## src/ssfid_defs.svh

```systemverilog
// Overview of operation
// - A word written to the data register enters the transmit queue with only its low N bits.
// - A word read from the data register carries the received frame in its low N bits.
// - The frame width N may be set to any value from 4 to 16 bits.
// - A receive-queue-not-empty flag is readable at any time.
// - A transmit-queue-not-full flag is readable at any time.
// - Receive and transmit DMA requests have separate enables.
// - Disabling DMA for one direction leaves the other direction's enable untouched.
// - Four interrupt sources, each with a mask bit: tx service, rx service, timeout, overrun.
// - Timeout and overrun are sticky until software clears either or both.
// - Raw status and masked status of the four sources are both readable.
// - Busy holds until the transmit queue is empty and the last word has left the shifter.
`ifndef SSFID_DEFS_SVH
`define SSFID_DEFS_SVH

`define SSFID_OFS_DATA 8'h00
`define SSFID_OFS_STAT 8'h04
`define SSFID_OFS_CTRL 8'h08
`define SSFID_OFS_IMASK 8'h0C
`define SSFID_OFS_RIS 8'h10
`define SSFID_OFS_MIS 8'h14
`define SSFID_OFS_DMASET 8'h18
`define SSFID_OFS_DMACLR 8'h1C

`define SSFID_IRQ_TXFF 0
`define SSFID_IRQ_RXFF 1
`define SSFID_IRQ_RXTO 2
`define SSFID_IRQ_RXOR 3

`define SSFID_CTRL_EN 0
`define SSFID_CTRL_W_LSB 4
`define SSFID_CTRL_W_MSB 7

`define SSFID_DMA_RX 0
`define SSFID_DMA_TX 1

`define SSFID_WM1_RST 4'h7
`define SSFID_WM1_MIN 4'h3

`define SSFID_CLK_PS 4000
`define SSFID_RXTO_NS 2560
`define SSFID_RXTO_CYC ((`SSFID_RXTO_NS * 1000 + `SSFID_CLK_PS - 1) / `SSFID_CLK_PS)

`endif

```

## src/ssfid_pkg.sv

```systemverilog
package ssfid_pkg;
    typedef enum logic {
        link_idle,
        link_frame
    } ssfid_link_state_t;
endpackage : ssfid_pkg

```

## src/ssfid_top.sv

```systemverilog
// Chosen here: the placing of the registers and the address-and-strobe port.
`timescale 1ns/1ps
`include "ssfid_defs.svh"
module ssfid_top #(
    parameter int FIFO_DEPTH = 8,
    localparam int AW = $clog2(FIFO_DEPTH)
) (
    input wire logic sys_clk_i,
    input wire logic sys_rst_i,
    input wire logic [7:0] bus_addr_i,
    input wire logic [31:0] bus_wdata_i,
    input wire logic bus_wr_i,
    input wire logic bus_rd_i,
    output logic [31:0] bus_rdata_o,
    output logic irq_o,
    output logic rx_dma_req_o,
    output logic tx_dma_req_o,
    input wire logic link_clk_i,
    input wire logic link_sel_n_i,
    input wire logic link_din_i,
    output logic link_dout_o,
    output logic link_dout_oe_o
);
    localparam logic [9:0] RXTO_CYC = 10'(`SSFID_RXTO_CYC);

    // Configuration and interrupt state
    logic enable, next_enable;
    logic [3:0] wm1, next_wm1;
    logic [3:0] imask, next_imask;
    logic rxto, next_rxto;
    logic rxor, next_rxor;
    logic rx_dma_en, next_rx_dma_en;
    logic tx_dma_en, next_tx_dma_en;
    logic rd_sel_data, next_rd_sel_data;
    logic [31:0] rdata, next_rdata;
    logic [9:0] to_cnt, next_to_cnt;
    logic to_set;

    // Link state
    logic clk_s1, clk_s2, clk_s3;
    logic sel_s1, sel_s2;
    logic din_s1, din_s2;
    ssfid_pkg::ssfid_link_state_t state, next_state;
    logic [3:0] bit_cnt, next_bit_cnt;
    logic [15:0] rx_shift, next_rx_shift;
    logic [15:0] tx_shift, next_tx_shift;
    logic [15:0] tx_hold, next_tx_hold;
    logic hold_valid, next_hold_valid;
    logic hold_pend, next_hold_pend;
    logic tx_loaded, next_tx_loaded;
    logic dout, next_dout;
    logic dout_oe, next_dout_oe;

    logic [15:0] data_mask;
    logic [15:0] rx_word;
    logic link_rise, link_fall, link_act;
    logic tx_push, tx_pop, rx_push, rx_pop;
    logic [15:0] tx_q, rx_q;
    logic tx_full, tx_empty, rx_full, rx_empty;
    logic [AW:0] tx_level, rx_level;
    logic busy;
    logic [3:0] ris, mis;
    logic wr_ris, wr_dmaclr;

    genvar gi;
    generate
        for (gi = 0; gi < 16; gi++) begin : g_mask
            assign data_mask[gi] = (4'(gi) <= wm1);
        end
    endgenerate

    ssfid_fifo #(.WIDTH(16), .DEPTH(FIFO_DEPTH)) u_tx_fifo (
        .sys_clk_i(sys_clk_i),
        .sys_rst_i(sys_rst_i),
        .wr_en_i(tx_push),
        .wr_data_i(bus_wdata_i[15:0] & data_mask),
        .rd_en_i(tx_pop),
        .rd_data_o(tx_q),
        .full_o(tx_full),
        .empty_o(tx_empty),
        .level_o(tx_level)
    );

    ssfid_fifo #(.WIDTH(16), .DEPTH(FIFO_DEPTH)) u_rx_fifo (
        .sys_clk_i(sys_clk_i),
        .sys_rst_i(sys_rst_i),
        .wr_en_i(rx_push),
        .wr_data_i(rx_word),
        .rd_en_i(rx_pop),
        .rd_data_o(rx_q),
        .full_o(rx_full),
        .empty_o(rx_empty),
        .level_o(rx_level)
    );

    assign tx_push = bus_wr_i && (bus_addr_i == `SSFID_OFS_DATA);
    assign rx_pop = bus_rd_i && (bus_addr_i == `SSFID_OFS_DATA);
    assign wr_ris = bus_wr_i && (bus_addr_i == `SSFID_OFS_RIS);
    assign wr_dmaclr = bus_wr_i && (bus_addr_i == `SSFID_OFS_DMACLR);

    // Only the second and third stages feed logic
    assign link_rise = clk_s2 && !clk_s3;
    assign link_fall = !clk_s2 && clk_s3;
    assign link_act = enable && !sel_s2;
    assign rx_word = {rx_shift[14:0], din_s2} & data_mask;

    assign busy = !tx_empty || hold_valid || hold_pend || tx_loaded;
    assign ris = {rxor, rxto, (rx_level >= (AW+1)'(FIFO_DEPTH / 2)),
                  (tx_level <= (AW+1)'(FIFO_DEPTH / 2))};
    assign mis = ris & imask;
    assign irq_o = |mis;
    assign rx_dma_req_o = rx_dma_en && !rx_empty;
    assign tx_dma_req_o = tx_dma_en && !tx_full;
    assign link_dout_o = dout;
    assign link_dout_oe_o = dout_oe;
    assign bus_rdata_o = rd_sel_data ? {16'h0000, rx_q & data_mask} : rdata;

    // Link shifter: bits sampled on the rising edge, driven on the falling edge
    always_comb begin
        next_state = state;
        next_bit_cnt = bit_cnt;
        next_rx_shift = rx_shift;
        next_tx_shift = tx_shift;
        next_tx_hold = tx_hold;
        next_hold_valid = hold_valid;
        next_hold_pend = hold_pend;
        next_tx_loaded = tx_loaded;
        tx_pop = 1'b0;
        rx_push = 1'b0;
        // One word is staged ahead so a frame can start without waiting on the queue
        if (hold_pend) begin
            next_tx_hold = tx_q;
            next_hold_valid = 1'b1;
            next_hold_pend = 1'b0;
        end else if (!hold_valid && !tx_empty) begin
            tx_pop = 1'b1;
            next_hold_pend = 1'b1;
        end
        case (state)
            ssfid_pkg::link_idle: begin
                if (link_act) begin
                    next_state = ssfid_pkg::link_frame;
                    next_bit_cnt = 4'h0;
                    // A word loaded as the last frame closed is still owed to the far side
                    if (!tx_loaded) begin
                        next_tx_shift = hold_valid ? tx_hold : 16'h0000;
                        next_tx_loaded = hold_valid;
                        if (hold_valid) begin
                            next_hold_valid = 1'b0;
                        end
                    end
                end
            end
            ssfid_pkg::link_frame: begin
                if (!link_act) begin
                    // A partial word is dropped when the select or the enable goes away;
                    // a loaded word with no bit sampled yet waits for the next frame
                    next_state = ssfid_pkg::link_idle;
                    next_bit_cnt = 4'h0;
                    next_tx_loaded = tx_loaded && (bit_cnt == 4'h0);
                end else if (link_rise) begin
                    next_rx_shift = {rx_shift[14:0], din_s2};
                    if (bit_cnt == wm1) begin
                        rx_push = 1'b1;
                        next_bit_cnt = 4'h0;
                        next_tx_shift = hold_valid ? tx_hold : 16'h0000;
                        next_tx_loaded = hold_valid;
                        if (hold_valid) begin
                            next_hold_valid = 1'b0;
                        end
                    end else begin
                        next_bit_cnt = bit_cnt + 4'h1;
                    end
                end else if (link_fall && (bit_cnt != 4'h0)) begin
                    next_tx_shift = {tx_shift[14:0], 1'b0};
                end
            end
            default: begin
                next_state = ssfid_pkg::link_idle;
            end
        endcase
        next_dout = next_tx_shift[wm1];
        next_dout_oe = (next_state == ssfid_pkg::link_frame);
    end

    always_ff @(posedge sys_clk_i) begin
        if (sys_rst_i) begin
            clk_s1 <= 1'b0;
            clk_s2 <= 1'b0;
            clk_s3 <= 1'b0;
            sel_s1 <= 1'b1;
            sel_s2 <= 1'b1;
            din_s1 <= 1'b0;
            din_s2 <= 1'b0;
            state <= ssfid_pkg::link_idle;
            bit_cnt <= 4'h0;
            rx_shift <= 16'h0000;
            tx_shift <= 16'h0000;
            tx_hold <= 16'h0000;
            hold_valid <= 1'b0;
            hold_pend <= 1'b0;
            tx_loaded <= 1'b0;
            dout <= 1'b0;
            dout_oe <= 1'b0;
        end else begin
            clk_s1 <= link_clk_i;
            clk_s2 <= clk_s1;
            clk_s3 <= clk_s2;
            sel_s1 <= link_sel_n_i;
            sel_s2 <= sel_s1;
            din_s1 <= link_din_i;
            din_s2 <= din_s1;
            state <= next_state;
            bit_cnt <= next_bit_cnt;
            rx_shift <= next_rx_shift;
            tx_shift <= next_tx_shift;
            tx_hold <= next_tx_hold;
            hold_valid <= next_hold_valid;
            hold_pend <= next_hold_pend;
            tx_loaded <= next_tx_loaded;
            dout <= next_dout;
            dout_oe <= next_dout_oe;
        end
    end

    // Registers, interrupt flags and read data
    always_comb begin
        next_enable = enable;
        next_wm1 = wm1;
        next_imask = imask;
        next_rx_dma_en = rx_dma_en;
        next_tx_dma_en = tx_dma_en;
        next_rd_sel_data = rx_pop;
        next_rdata = 32'h0000_0000;
        // Timeout counts quiet cycles while unread words wait
        next_to_cnt = to_cnt;
        to_set = 1'b0;
        if (rx_empty || rx_pop || link_rise || link_fall) begin
            next_to_cnt = 10'h000;
        end else if (to_cnt != RXTO_CYC) begin
            next_to_cnt = to_cnt + 10'h001;
            to_set = (to_cnt == RXTO_CYC - 10'h001);
        end
        // A new event wins over a clear in the same cycle
        next_rxto = to_set || (rxto && !(wr_ris && bus_wdata_i[`SSFID_IRQ_RXTO]));
        next_rxor = (rx_push && rx_full) ||
                    (rxor && !(wr_ris && bus_wdata_i[`SSFID_IRQ_RXOR]));
        if (bus_wr_i) begin
            case (bus_addr_i)
                `SSFID_OFS_CTRL: begin
                    next_enable = bus_wdata_i[`SSFID_CTRL_EN];
                    // Widths under four bits are raised to the smallest legal frame
                    next_wm1 = (bus_wdata_i[`SSFID_CTRL_W_MSB:`SSFID_CTRL_W_LSB] <
                                `SSFID_WM1_MIN) ? `SSFID_WM1_MIN :
                               bus_wdata_i[`SSFID_CTRL_W_MSB:`SSFID_CTRL_W_LSB];
                end
                `SSFID_OFS_IMASK: next_imask = bus_wdata_i[3:0];
                `SSFID_OFS_DMASET: begin
                    next_rx_dma_en = rx_dma_en || bus_wdata_i[`SSFID_DMA_RX];
                    next_tx_dma_en = tx_dma_en || bus_wdata_i[`SSFID_DMA_TX];
                end
                `SSFID_OFS_DMACLR: begin
                    next_rx_dma_en = rx_dma_en && !bus_wdata_i[`SSFID_DMA_RX];
                    next_tx_dma_en = tx_dma_en && !bus_wdata_i[`SSFID_DMA_TX];
                end
                default: begin
                end
            endcase
        end
        if (bus_rd_i) begin
            case (bus_addr_i)
                `SSFID_OFS_STAT: next_rdata = {27'h0, rx_full, tx_empty, busy,
                                               !rx_empty, !tx_full};
                `SSFID_OFS_CTRL: next_rdata = {24'h0, wm1, 3'h0, enable};
                `SSFID_OFS_IMASK: next_rdata = {28'h0, imask};
                `SSFID_OFS_RIS: next_rdata = {28'h0, ris};
                `SSFID_OFS_MIS: next_rdata = {28'h0, mis};
                `SSFID_OFS_DMASET, `SSFID_OFS_DMACLR: next_rdata = {30'h0, tx_dma_en, rx_dma_en};
                default: next_rdata = 32'h0000_0000;
            endcase
        end
    end

    always_ff @(posedge sys_clk_i) begin
        if (sys_rst_i) begin
            enable <= 1'b0;
            wm1 <= `SSFID_WM1_RST;
            imask <= 4'h0;
            rxto <= 1'b0;
            rxor <= 1'b0;
            rx_dma_en <= 1'b0;
            tx_dma_en <= 1'b0;
            rd_sel_data <= 1'b0;
            rdata <= 32'h0000_0000;
            to_cnt <= 10'h000;
        end else begin
            enable <= next_enable;
            wm1 <= next_wm1;
            imask <= next_imask;
            rxto <= next_rxto;
            rxor <= next_rxor;
            rx_dma_en <= next_rx_dma_en;
            tx_dma_en <= next_tx_dma_en;
            rd_sel_data <= next_rd_sel_data;
            rdata <= next_rdata;
            to_cnt <= next_to_cnt;
        end
    end

    property p_tx_trunc;
        @(posedge sys_clk_i) disable iff (sys_rst_i)
        tx_push && tx_empty && !hold_valid && !hold_pend
        |=> (tx_level == 1) ##1 ((tx_q & ~$past(data_mask, 2)) == 16'h0000);
    endproperty
    a_tx_trunc: assert property (p_tx_trunc) else $error("tx write not queued");

    property p_rx_width;
        @(posedge sys_clk_i) disable iff (sys_rst_i)
        rx_pop |=> (bus_rdata_o[31:16] == 16'h0000) && ((bus_rdata_o[15:0] & ~data_mask) == 16'h0000);
    endproperty
    a_rx_width: assert property (p_rx_width) else $error("rx data beyond frame width");

    property p_width_min;
        @(posedge sys_clk_i) disable iff (sys_rst_i)
        bus_wr_i && (bus_addr_i == `SSFID_OFS_CTRL) |=> (wm1 >= `SSFID_WM1_MIN) && data_mask[3];
    endproperty
    a_width_min: assert property (p_width_min) else $error("frame width below four");

    property p_dma_clr;
        @(posedge sys_clk_i) disable iff (sys_rst_i)
        wr_dmaclr && bus_wdata_i[`SSFID_DMA_RX] && !bus_wdata_i[`SSFID_DMA_TX]
        |=> !rx_dma_en && (tx_dma_en == $past(tx_dma_en));
    endproperty
    a_dma_clr: assert property (p_dma_clr) else $error("dma clear touched other side");

    property p_ovr_set;
        @(posedge sys_clk_i) disable iff (sys_rst_i)
        rx_push && rx_full |=> rxor ##1 (rxor || $past(wr_ris));
    endproperty
    a_ovr_set: assert property (p_ovr_set) else $error("overrun not latched");

    property p_to_sticky;
        @(posedge sys_clk_i) disable iff (sys_rst_i)
        rxto && !wr_ris |=> rxto;
    endproperty
    a_to_sticky: assert property (p_to_sticky) else $error("timeout dropped without clear");

    property p_irq_or;
        @(posedge sys_clk_i) disable iff (sys_rst_i)
        (imask[`SSFID_IRQ_RXOR] && rxor) || (imask[`SSFID_IRQ_RXTO] && rxto) |-> irq_o;
    endproperty
    a_irq_or: assert property (p_irq_or) else $error("unmasked source without interrupt");

    property p_busy;
        @(posedge sys_clk_i) disable iff (sys_rst_i)
        tx_push && !tx_full |=> busy [*3];
    endproperty
    a_busy: assert property (p_busy) else $error("busy low with queued word");

    property p_disable_stops;
        @(posedge sys_clk_i) disable iff (sys_rst_i)
        !enable |=> !link_dout_oe_o;
    endproperty
    a_disable_stops: assert property (p_disable_stops) else $error("link driven while disabled");
endmodule : ssfid_top

```

## src/ssfid_fifo.sv

```systemverilog
`timescale 1ns/1ps
module ssfid_fifo #(
    parameter int WIDTH = 16,
    parameter int DEPTH = 8,
    localparam int AW = $clog2(DEPTH)
) (
    input wire logic sys_clk_i,
    input wire logic sys_rst_i,
    input wire logic wr_en_i,
    input wire logic [WIDTH-1:0] wr_data_i,
    input wire logic rd_en_i,
    output logic [WIDTH-1:0] rd_data_o,
    output logic full_o,
    output logic empty_o,
    output logic [AW:0] level_o
);
    // DEPTH must be a power of two: pointers wrap with one extra lap bit
    logic [WIDTH-1:0] mem [DEPTH];
    logic [AW:0] wptr;
    logic [AW:0] rptr;
    logic [AW:0] next_wptr;
    logic [AW:0] next_rptr;
    logic [WIDTH-1:0] rd_data;
    logic [WIDTH-1:0] next_rd_data;
    logic wr_ok;
    logic rd_ok;

    assign level_o = wptr - rptr;
    assign full_o = (level_o == (AW+1)'(DEPTH));
    assign empty_o = (wptr == rptr);
    assign wr_ok = wr_en_i && !full_o;
    assign rd_ok = rd_en_i && !empty_o;
    assign rd_data_o = rd_data;

    always_comb begin
        next_wptr = wptr + {{AW{1'b0}}, wr_ok};
        next_rptr = rptr + {{AW{1'b0}}, rd_ok};
        next_rd_data = rd_ok ? mem[rptr[AW-1:0]] : '0;
    end

    always_ff @(posedge sys_clk_i) begin
        if (sys_rst_i) begin
            wptr <= '0;
            rptr <= '0;
            rd_data <= '0;
        end else begin
            wptr <= next_wptr;
            rptr <= next_rptr;
            rd_data <= next_rd_data;
        end
    end

    always_ff @(posedge sys_clk_i) begin
        if (wr_ok) begin
            mem[wptr[AW-1:0]] <= wr_data_i;
        end
    end
endmodule : ssfid_fifo

```

## config.mk

```make
export PLATFORM = sky130hd
export DESIGN_NAME = ssfid_top
export DESIGN_NICKNAME = d
export VERILOG_FILES = /design/src/ssfid_pkg.sv /design/src/ssfid_top.sv /design/src/ssfid_fifo.sv
export VERILOG_INCLUDE_DIRS = /design/src
export SDC_FILE = /design/constraint.sdc
export NUM_CORES = 1
export LEC_CHECK = 0
export BUFFER_PORTS_ARGS = -buffer_cell sky130_fd_sc_hd__buf_4
export CAP_MARGIN = 5
export CORE_ASPECT_RATIO = 0.5
export CORE_MARGIN = 1
export CORE_UTILIZATION = 61
export DETAILED_ROUTE_END_ITERATION = 12
export HOLD_SLACK_MARGIN = 0.15
export MAX_ROUTING_LAYER = met4
export PLACE_DENSITY = 0.82
export SLEW_MARGIN = 20
export SYNTH_ARGS = -nofsm -noshare
export SYNTH_HDL_FRONTEND = slang
export SYNTH_HIERARCHICAL = 1
export SYNTH_SLANG_ARGS = --single-unit
```

## constraint.sdc

```tcl
create_clock -name sys_clk_i -period 4.9 [get_ports sys_clk_i]
set_clock_uncertainty 0.2 [all_clocks]
set_input_delay 0.98 -clock sys_clk_i [delete_from_list [all_inputs] [get_ports sys_clk_i]]
set_output_delay 0.98 -clock sys_clk_i [all_outputs]
set_load 0.01 [all_outputs]
```

==> flow_summary_export.csv, run 1 <==
group,metric,value,unit
run_status,outcome,"completed",
setup_path,crit_chain,"inv_1 -> fa_1 -> inv_1 -> nor3_1 -> and3b_1 -> nor2b_1 -> buf_4",
setup_path,critPathSlowestCell,"and3b_1",
floorplanning,start_util,63.4,%
floorplanning,rows,42,
setup_path,crit_top_cell,"inv_1",
drt,drt_iter0_drc,1217,
placement,dp_hpwl,26000,um
setup_path,cp-start-kind,"flop",
setup_path,arrival,3.19,ns
clock_network,clock_latency,0.53,ns
grt,grt_overflow_total,0,
setup_path,r2r_end,"u_rx_fifo/mem[6][13]$_DFFE_PP_",
logic_synthesis,ys_types,80,
drt,wl,40600,um
setup_path,r2r_start,"wm1[0]$_SDFFE_PP1P_",
power_and_ir_drop,vdd_ir_drop_max,232,uV
finish,multi_input_area,6090,sq um
grt,grt_max_degree,66,
drt,wl_per_cell,22.7,um
clock_network,postCtsResizedCells,0,
setup_path,crit_required,3.72,ns
grt,track_usage,30.0,%
floorplanning,die_w,239,um
grt,grt_pass1_wl,63300,um
hold_path,hp-class,"reg2reg",
sta,max_slew.worst_pin.slew,1.06,ns
power_and_ir_drop,power.internal,5.16,mW
grt,antenna_found_initial,0,
clock_network,post_cts_buffers,0,
finish,drive_gt1_share,17.2,%
clock_network,cts.htree.levels,2,
job,drv_cap,0,
drt,via_per_inst,6.28,
floorplanning,die_h,120,um
logic_synthesis,synth.avg_cell_area,12.7,sq um
clock_network,holdBufCountCts,0,
finish,fillers,1856,
drt,vias,11230,
floorplanning,fp.dieArea,28800,sq um
sta,rsz0062_at_grt,"no",
drt,post-route-drc-count,0,
sta,fmax,229,MHz
drt,drt-pass1-iter-count,8,
hold_path,holdCritStartpoint,"sel_s1$_SDFF_PP1_",
setup_path,rr_worst_depth,6,
power_and_ir_drop,pwr-share-clk,43.3,%
sta,hold_violations,0,
setup_path,critPathBufInv,3,
finish,layout.nets,1456,
clock_network,cts_tree,"built",
placement,port_buffers,51,
power_and_ir_drop,power_frac_comb,1.3,%
power_and_ir_drop,power.leakage,6.30,nW
floorplanning,core_area,27000,sq um
grt,grt_pass1_vias,10982,
clock_network,clkTransAtPathRegs,0.07,ns
logic_synthesis,synth_ff_type,"edfxtp_1",
clock_network,clockBufferDepth,3,
placement,placed_area,17800,sq um
logic_synthesis,async_flop_share,0,%
sta,period_needed,4.37,ns
setup_path,crit_fanout,11,
clock_network,ctsRootBufferMaster,"clkbuf_16",
finish,syn2layout_area_growth,10.9,%
finish,diodes,0,
logic_synthesis,netlist_instances,1344,
hold_path,hold_depth,1,
setup_path,worst_setup_path_end_kind,"output pin",
logic_synthesis,seq_area_frac_synth,61.6,%
hold_path,whs_endpoint,"sel_s2$_SDFF_PP1_",
logic_synthesis,synthesis.area,17100,sq um
clock_network,cts.sinks,399,
setup_path,critical-path-top-delay-family,"simple AND/OR/NAND/NOR gates",
setup_path,r2r_slack,1.08,ns
power_and_ir_drop,p_sw,1.24,mW
power_and_ir_drop,powerDensity,337,nW/um^2
sta,maxSlewHeadroom,29.0,%
power_and_ir_drop,switching_share,19.4,%
setup_path,critPathKind,"reg2out",
sta,drv_slew,0,
placement,place_congestion,0.954,
finish,fin_area,19000,sq um
logic_synthesis,yosys_warnings,6,
setup_path,critPathMaxStageDelay,0.73,ns
drt,drtAntennaViolNets,0,
sta,fin_tns_setup,0,ns
sta,finalSetupViolCount,0,
finish,fin_cells,1788,
floorplanning,io_pins,84,
logic_synthesis,synth-edff-count,256,
sta,period_share,89.3,%
placement,place_inst,1726,
clock_network,cts_inserted_buffers,35,
finish,seq_area,10600,sq um
power_and_ir_drop,power_frac_seq,55.4,%
logic_synthesis,ys_ff_latch,399,
## state kept, by name, summed over array words and instances (netlist names), 8 cells and up, named ones only
register,cells
u_rx_fifo/mem,128
tx_shift,16
tx_hold,16
rx_shift,15
u_rx_fifo/rd_data_o,16
u_tx_fifo/rd_data_o,16
rdata,8
to_cnt,10
u_tx_fifo/mem,128
## power groups by stage
stage | clock network, mW | logic, mW | registers [mW]
2_1_floorplan | 0 | 0.0467 | 3.62
3_3_place_gp | 0 | 0.0760 | 3.62
3_5_place_dp | 0 | 0.0782 | 3.62
4_1_cts | 2.80 | 0.0790 | 3.55
5_1_grt | 2.95 | 0.0855 | 3.55
6_report | 2.78 | 0.0801 | 3.55
## per-stage QoR
step                      setup WS (ns)  hold slack (ns)  utilization [%]  power (mW)
final                             0.525            0.210             70.3        6.40
after floorplan                   0.798            0.189                -        3.67
after global routing              0.305            0.228             70.3        6.58
after detailed placement          0.847            0.210             66.0        3.70
after global placement            0.950            0.213             66.0        3.70
after CTS                         0.520            0.211             70.3        6.43
## kinds of logic after synthesis
family | after synthesis | share of synthesized area (%)
other | 1 | 0.0219
xor gates and xnor gates | 25 | 1.28
DFF | 399 | 61.6
adders and majority gates | 20 | 1.55
muxes | 155 | 9.55
AOI/OAI and AO/OA | 210 | 8.68
and+or+nand+nor | 415 | 13.6
buffers and inverters | 119 | 3.71
## area by class of cell
type                       count  share of cell area, %
inverter                      31                  0.613
multi-input combinational    841                   32.1
tap                          374                   2.47
timing repair buffer          81                   3.20
sequential                   399                   55.6
clock buffer                  50                   5.29
clock inverter                12                  0.712
## worst max path at each step
stage	startpoint	end	depth (start not counted)
after floorplan	bus_addr_i[0]	u_tx_fifo/mem[6][0]$_DFFE_PP_	5
after global placement	bus_addr_i[0]	u_tx_fifo/mem[5][6]$_DFFE_PP_	8
after detailed placement	bus_addr_i[0]	u_tx_fifo/mem[5][6]$_DFFE_PP_	8
after CTS	u_tx_fifo/wptr[1]$_SDFF_PP0_	tx_dma_req_o	7
after global routing	u_tx_fifo/wptr[1]$_SDFF_PP0_	tx_dma_req_o	7
final	u_tx_fifo/wptr[1]$_SDFF_PP0_	tx_dma_req_o	7
## per-layer routing
layer	vias to the layer above	part of all wire [%]	global-route usage, %
li1	5066	-	-
met1	5566	43	40.5
met2	503	47	46.4
met3	95	7.0	4.16
met4	0	3.5	11.9
met5	-	0	-
## cells in the final DEF (no fill, tap or decap), types with 31 or more instances in the layout
| cell type | Yosys | layout |
|---|---|---|
| edfxtp_1 | 256 | 256 |
| mux2_2 | 67 | 67 |
| nor2b_1 | 47 | 47 |
| buf_4 | 25 | 81 |
| nor2_1 | 79 | 79 |
| nor3_1 | 46 | 40 |
| dfxtp_1 | 143 | 141 |
| nand2_1 | 91 | 91 |
| a22o_1 | 36 | 36 |
| clkbuf_16 | 0 | 37 |
| inv_1 | 31 | 32 |
| o22ai_1 | 39 | 39 |
| mux2i_1 | 88 | 88 |
| a21oi_1 | 46 | 46 |
| and3_1 | 31 | 31 |
## cell usage after synthesis (all sizes together), types with 3 or more instances
library cell  instances  area [sq um]
a22oi                 9          67.6
nand3b                7          77.6
o211ai                4          30.0
nand2b                6          37.5
a21o                  3          22.5
o2111ai               3          26.3
and3                 31           194
nor3b                 3          22.5
o21a                  5          37.5
a221oi                4          35.0
buf                  51           357
and2                 19           120
or3                   4          30.0
inv                  31           116
and4                  4          35.0
and3b                 4          35.0
nand3                26           130
nor3                 57           340
or4                   4          33.8
a21oi                46           230
mux2i                88           881
edfxtp              256          7690
a211oi                5          47.5
or2                   6          37.5
nand2                91           342
nor4b                 6           108
xor2                 15           131
clkbuf               35           141
dfxtp               143          2860
a2111oi               3          32.5
a22o                 36           315
o22ai                39           244
a21boi                5          37.5
o21ai                14          70.1
mux2                 67           754
a311oi                3          26.3
o221ai                3          26.3
xnor2                10          87.6
nor2                 79           297
a31oi                 9          56.3
nand4                 5          31.3
nor4                 10           103
ha                   18           225
nor2b                47           294
a32o                  4          40.0
No activity file was read; power rests on OpenSTA's default activity.
==> inputs of run 2 (changes only) <==
--- a/config.mk
+++ b/config.mk
@@ -6,6 +6,7 @@
 export SDC_FILE = /design/constraint.sdc
 export NUM_CORES = 1
 export LEC_CHECK = 0
+export ABC_AREA = 1
 export BUFFER_PORTS_ARGS = -buffer_cell sky130_fd_sc_hd__buf_4
 export CAP_MARGIN = 5
 export CORE_ASPECT_RATIO = 0.5
==> run 2 against run 1 <==
Non-clock buffer count down 4. Critical path depth grew 2. Die area is 1.8% higher. Critical path type unchanged. Critical endpoint is now irq_o. Largest power group unchanged.
==> flow_summary_export.csv, run 2 <==
group,metric,value,unit
clock_network,cts_inserted_buffers,35,
drt,drt_iter0_drc,1288,
clock_network,ctsRootBufferMaster,"clkbuf_16",
clock_network,postCtsResizedCells,0,
placement,place_congestion,0.959,
setup_path,critPathLaunch,"u_rx_fifo/rptr[2]$_SDFF_PP0_",
clock_network,clock_latency,0.53,ns
floorplanning,start_util,62.6,%
hold_path,hp-class,"reg2reg",
setup_path,worst_setup_path_end_kind,"output pin",
finish,fin_area,19100,sq um
power_and_ir_drop,vdd_ir_drop_max,223,uV
setup_path,crit_required,3.72,ns
finish,drive_gt1_share,9.03,%
sta,fmax,255,MHz
grt,grt_pass1_vias,11960,
setup_path,r2r_slack,1.30,ns
finish,layout.nets,1991,
logic_synthesis,synthesis.area,17400,sq um
grt,antenna_found_initial,0,
placement,dp_hpwl,25400,um
finish,syn2layout_area_growth,9.65,%
finish,diodes,0,
logic_synthesis,netlist_instances,1889,
setup_path,r2r_end,"u_rx_fifo/mem[3][4]$_DFFE_PP_",
floorplanning,die_w,241,um
setup_path,crit_end,"irq_o",
sta,rsz0062_at_grt,"no",
floorplanning,fp.dieArea,29300,sq um
finish,post-route-util,68.6,%
finish,layout.cells.most_common_list,"448 x nor2_1, 256 x edfxtp_1, 251 x nand2_1",
drt,drt-pass1-iter-count,5,
drt,wl_per_cell,17.5,um
logic_synthesis,synth.avg_cell_area,9.23,sq um
run_status,outcome,"completed",
finish,layout_commonest_cell,"nor2_1",
floorplanning,core_area,27900,sq um
power_and_ir_drop,powerDensity,335,nW/um^2
power_and_ir_drop,power.leakage,7.22,nW
floorplanning,rows,43,
clock_network,clkTransAtPathRegs,0.07,ns
clock_network,cts.sinks,399,
clock_network,cts_tree,"built",
clock_network,post_cts_buffers,0,
drt,via_per_inst,5.62,
sta,drv_slew,0,
floorplanning,die_h,122,um
clock_network,clockBufferDepth,3,
grt,track_usage,29.1,%
setup_path,arrival,2.74,ns
setup_path,r2r_start,"wm1[3]$_SDFFE_PP0P_",
sta,fin_tns_setup,0,ns
drt,vias,13108,
logic_synthesis,yosys_warnings,6,
clock_network,cts.htree.levels,2,
sta,maxSlewHeadroom,26.9,%
drt,drtAntennaViolNets,0,
setup_path,cp-start-kind,"flop",
sta,finalSetupViolCount,0,
grt,grt_max_degree,67,
clock_network,holdBufCountCts,0,
placement,placed_area,18000,sq um
setup_path,critPathKind,"reg2out",
floorplanning,io_pins,84,
setup_path,rr_worst_depth,9,
sta,hold_violations,0,
placement,port_buffers,51,
job,drv_cap,0,
sta,period_needed,3.92,ns
sta,period_share,80.0,%
setup_path,crit_fanout,17,
grt,grt_overflow_total,0,
sta,max_slew.worst_pin.slew,1.10,ns
drt,post-route-drc-count,0,
grt,grt_pass1_wl,62900,um
drt,wl,40800,um
## run 2: cell type report
cell class,instances,area (sq um)
Clock buffer,51,1020
Clock inverter,12,134
Fill cell,2113,8750
Inverter,163,612
Multi-Input combinational cell,1248,5750
Sequential cell,399,10600
Tap cell,382,478
Timing Repair Buffer,77,578
## run 2: through the flow
stage	hold slack [ns]	cells	total power, mW	worst slack (ns)
global placement	0.192	2269	3.69	1.41
floorplan	0.188	1904	3.67	1.79
finish	0.202	2332	6.40	0.978
CTS	0.204	2332	6.44	1.03
global route	0.234	2332	6.59	0.886
detailed placement	0.195	2269	3.70	1.40
## run 2: routing by layer
metal | track usage [%] | part of all wire (%)
met4 | 8.58 | 2.1
met1 | 37.9 | 41
met3 | 4.37 | 8.2
met5 | - | 0
met2 | 47.7 | 48
## run 2: worst min-delay path by stage
stage | start | to | cells past startpoint
2_1_floorplan | clk_s1$_SDFF_PP0_ | clk_s2$_SDFF_PP0_ | 2
3_3_place_gp | din_s1$_SDFF_PP0_ | din_s2$_SDFF_PP0_ | 2
3_5_place_dp | din_s1$_SDFF_PP0_ | din_s2$_SDFF_PP0_ | 2
4_1_cts | din_s1$_SDFF_PP0_ | din_s2$_SDFF_PP0_ | 2
5_1_grt | clk_s1$_SDFF_PP0_ | clk_s2$_SDFF_PP0_ | 2
6_report | din_s1$_SDFF_PP0_ | din_s2$_SDFF_PP0_ | 2
## run 2: power by group
part           switching, mW  internal (mW)
logic                 0.0504         0.0236
clock network           1.18           1.61
registers            0.00241           3.55
total                   1.23           5.17
## run 2: worst max-delay path: stages (launching register included)
cell and delay (ns):
dfxtp_1 0.32, inv_1 0.46, ha_1 0.40, a21oi_1 0.26, nand3_1 0.15, nand2_1 0.09
inv_1 0.05, o21ai_0 0.20, nand4_1 0.14, buf_4 0.16
==> inputs of run 3 (changes only) <==
--- a/config.mk
+++ b/config.mk
@@ -6,7 +6,7 @@
 export SDC_FILE = /design/constraint.sdc
 export NUM_CORES = 1
 export LEC_CHECK = 0
-export ABC_AREA = 1
+export ABC_AREA = 0
 export BUFFER_PORTS_ARGS = -buffer_cell sky130_fd_sc_hd__buf_4
 export CAP_MARGIN = 5
 export CORE_ASPECT_RATIO = 0.5
==> constraint.sdc (replaced) <==
create_clock -name sys_clk_i -period 3.9 [get_ports sys_clk_i]
set_clock_uncertainty 0.2 [all_clocks]
set_input_delay 0.78 -clock sys_clk_i [delete_from_list [all_inputs] [get_ports sys_clk_i]]
set_output_delay 0.78 -clock sys_clk_i [all_outputs]
set_load 0.01 [all_outputs]
==> run 3 against run 2 <==
Critical path depth is 2 lower. Die area fell by 1.8%. Routed wire length increased by 0.66%. First-iteration DRC count decreased by 22%. Clock power increased by 21%. Register-to-register slack worse by 0.70 ns. Core utilization is 1.7 points higher. Setup slack got worse by 0.83 ns. Critical path type unchanged.
==> flow_summary_export.csv, run 3 (synthesized netlist as in run 1, its figures left out) <==
group,metric,value,unit
finish,syn2layout_area_growth,11.0,%
drt,vias,11278,
finish,layout.cells.most_common_list,"256 x edfxtp_1, 139 x dfxtp_1, 91 x nand2_1",
finish,layout.nets,1465,
sta,finalSetupViolCount,0,
setup_path,r2r_start,"u_rx_fifo/wptr[0]$_SDFF_PP0_",
grt,track_usage,30.1,%
grt,grt_pass1_wl,63700,um
floorplanning,die_w,239,um
drt,drt-pass1-iter-count,6,
finish,drive_gt1_share,17.9,%
floorplanning,io_pins,84,
sta,drv_slew,0,
floorplanning,die_h,120,um
placement,place_congestion,0.915,
power_and_ir_drop,power.leakage,6.32,nW
floorplanning,fp.dieArea,28800,sq um
clock_network,holdBufCountCts,0,
placement,dp_hpwl,26100,um
hold_path,whs_endpoint,"sel_s2$_SDFF_PP1_",
sta,period_needed,3.76,ns
clock_network,cts_inserted_buffers,36,
floorplanning,core_area,27000,sq um
setup_path,cp-start-kind,"flop",
finish,fin_area,19000,sq um
clock_network,cts_tree,"built",
setup_path,arrival,2.78,ns
clock_network,clkTransAtPathRegs,0.06,ns
finish,layout_commonest_cell,"edfxtp_1",
power_and_ir_drop,powerDensity,417,nW/um^2
grt,grt_pass1_vias,11315,
drt,drt_iter0_drc,1007,
floorplanning,rows,42,
sta,fin_tns_setup,0,ns
drt,post-route-drc-count,0,
setup_path,r2r_slack,0.60,ns
sta,rsz0062_at_grt,"no",
grt,grt_max_degree,92,
drt,drtAntennaViolNets,0,
hold_path,holdCritStartpoint,"sel_s1$_SDFF_PP1_",
floorplanning,start_util,63.4,%
sta,fmax,266,MHz
power_and_ir_drop,power.total,7.92,mW
grt,grt_overflow_total,0,
setup_path,rr_worst_depth,10,
finish,diodes,0,
hold_path,hold_depth,1,
sta,hold_violations,0,
run_status,outcome,"completed",
drt,wl,41100,um
hold_path,hp-class,"reg2reg",
clock_network,ctsRootBufferMaster,"clkbuf_16",
setup_path,critPathKind,"reg2out",
grt,antenna_found_initial,1,
setup_path,crit_fanout,9,
job,drv_cap,0,
sta,period_share,96.3,%
sta,max_slew.worst_pin.slew,1.01,ns
sta,maxSlewHeadroom,32.8,%
clock_network,clockBufferDepth,3,
clock_network,cts.htree.levels,2,
power_and_ir_drop,vdd_ir_drop_max,449,uV
drt,wl_per_cell,22.8,um
clock_network,clock_latency,0.54,ns
placement,placed_area,17900,sq um
setup_path,worst_setup_path_end_kind,"output pin",
clock_network,cts.sinks,399,
setup_path,r2r_end,"u_rx_fifo/wptr[1]$_SDFF_PP0_",
placement,port_buffers,51,
setup_path,crit_required,2.92,ns
clock_network,post_cts_buffers,0,
drt,via_per_inst,6.27,
==> run 3: critical path, stage by stage (launching register included) <==
cell,delay (ns)
dfxtp_1,0.64
inv_1,0.26
fa_1,0.59
inv_1,0.06
nor3_1,0.19
and3b_1,0.28
nor2b_1,0.08
buf_4,0.14
==> run 3: area by class of cell <==
class | count | area [sq um]
clock buffer | 49 | 960
clock inverter | 16 | 135
fill | 1812 | 8020
inverter | 31 | 116
multi-input combinational | 841 | 6090
sequential | 399 | 10600
tap | 374 | 468
timing repair buffer | 89 | 668
==> run 3: metal layers <==
| metal | vias to the layer above | wire length [um] | part of all wire (%) | GRT usage [%] |
|---|---|---|---|---|
| met4 | 0 | 1180 | 2.9 | 9.78 |
| met1 | 5598 | 17500 | 42 | 39.6 |
| li1 | 5091 | - | - | - |
| met5 | - | 0 | 0 | - |
| met3 | 100 | 2910 | 7.1 | 5.75 |
| met2 | 489 | 19500 | 48 | 47.7 |
==> run 3: worst max-delay path by stage <==
stage | startpoint | end
detailed placement | u_rx_fifo/wptr[0]$_SDFF_PP0_ | u_rx_fifo/wptr[1]$_SDFF_PP0_
CTS | u_rx_fifo/wptr[0]$_SDFF_PP0_ | irq_o
global placement | u_rx_fifo/wptr[0]$_SDFF_PP0_ | u_rx_fifo/wptr[1]$_SDFF_PP0_
global route | u_tx_fifo/wptr[1]$_SDFF_PP0_ | tx_dma_req_o
floorplan | bus_addr_i[0] | u_tx_fifo/mem[4][0]$_DFFE_PP_
finish | u_tx_fifo/wptr[1]$_SDFF_PP0_ | tx_dma_req_o
==> run 3: per-stage QoR <==
stage / worst slack [ns] / instances / hold WS [ns] / util, %
finish: 0.143 / 1799 / 0.221 / 70.3
global route: 0.0329 / 1799 / 0.215 / 70.3
CTS: 0.0996 / 1799 / 0.213 / 70.3
detailed placement: 0.161 / 1734 / 0.202 / 66.2
global placement: 0.417 / 1734 / 0.199 / 66.2
floorplan: 0.0720 / 1359 / 0.189 / -
==> run 3: where the power goes <==
| part | switching, mW | internal (mW) |
|---|---|---|
| sequential | 0.00367 | 4.45 |
| combinational | 0.0656 | 0.0326 |
| clock | 1.55 | 1.82 |
| total | 1.62 | 6.30 |
==> run 3: timing repair <==
item | 4_1_cts | 5_1_grt
endpoints found under the hold margin | 0 | 0
resized for setup | 0 | 2
setup endpoints to repair | 0 | 4
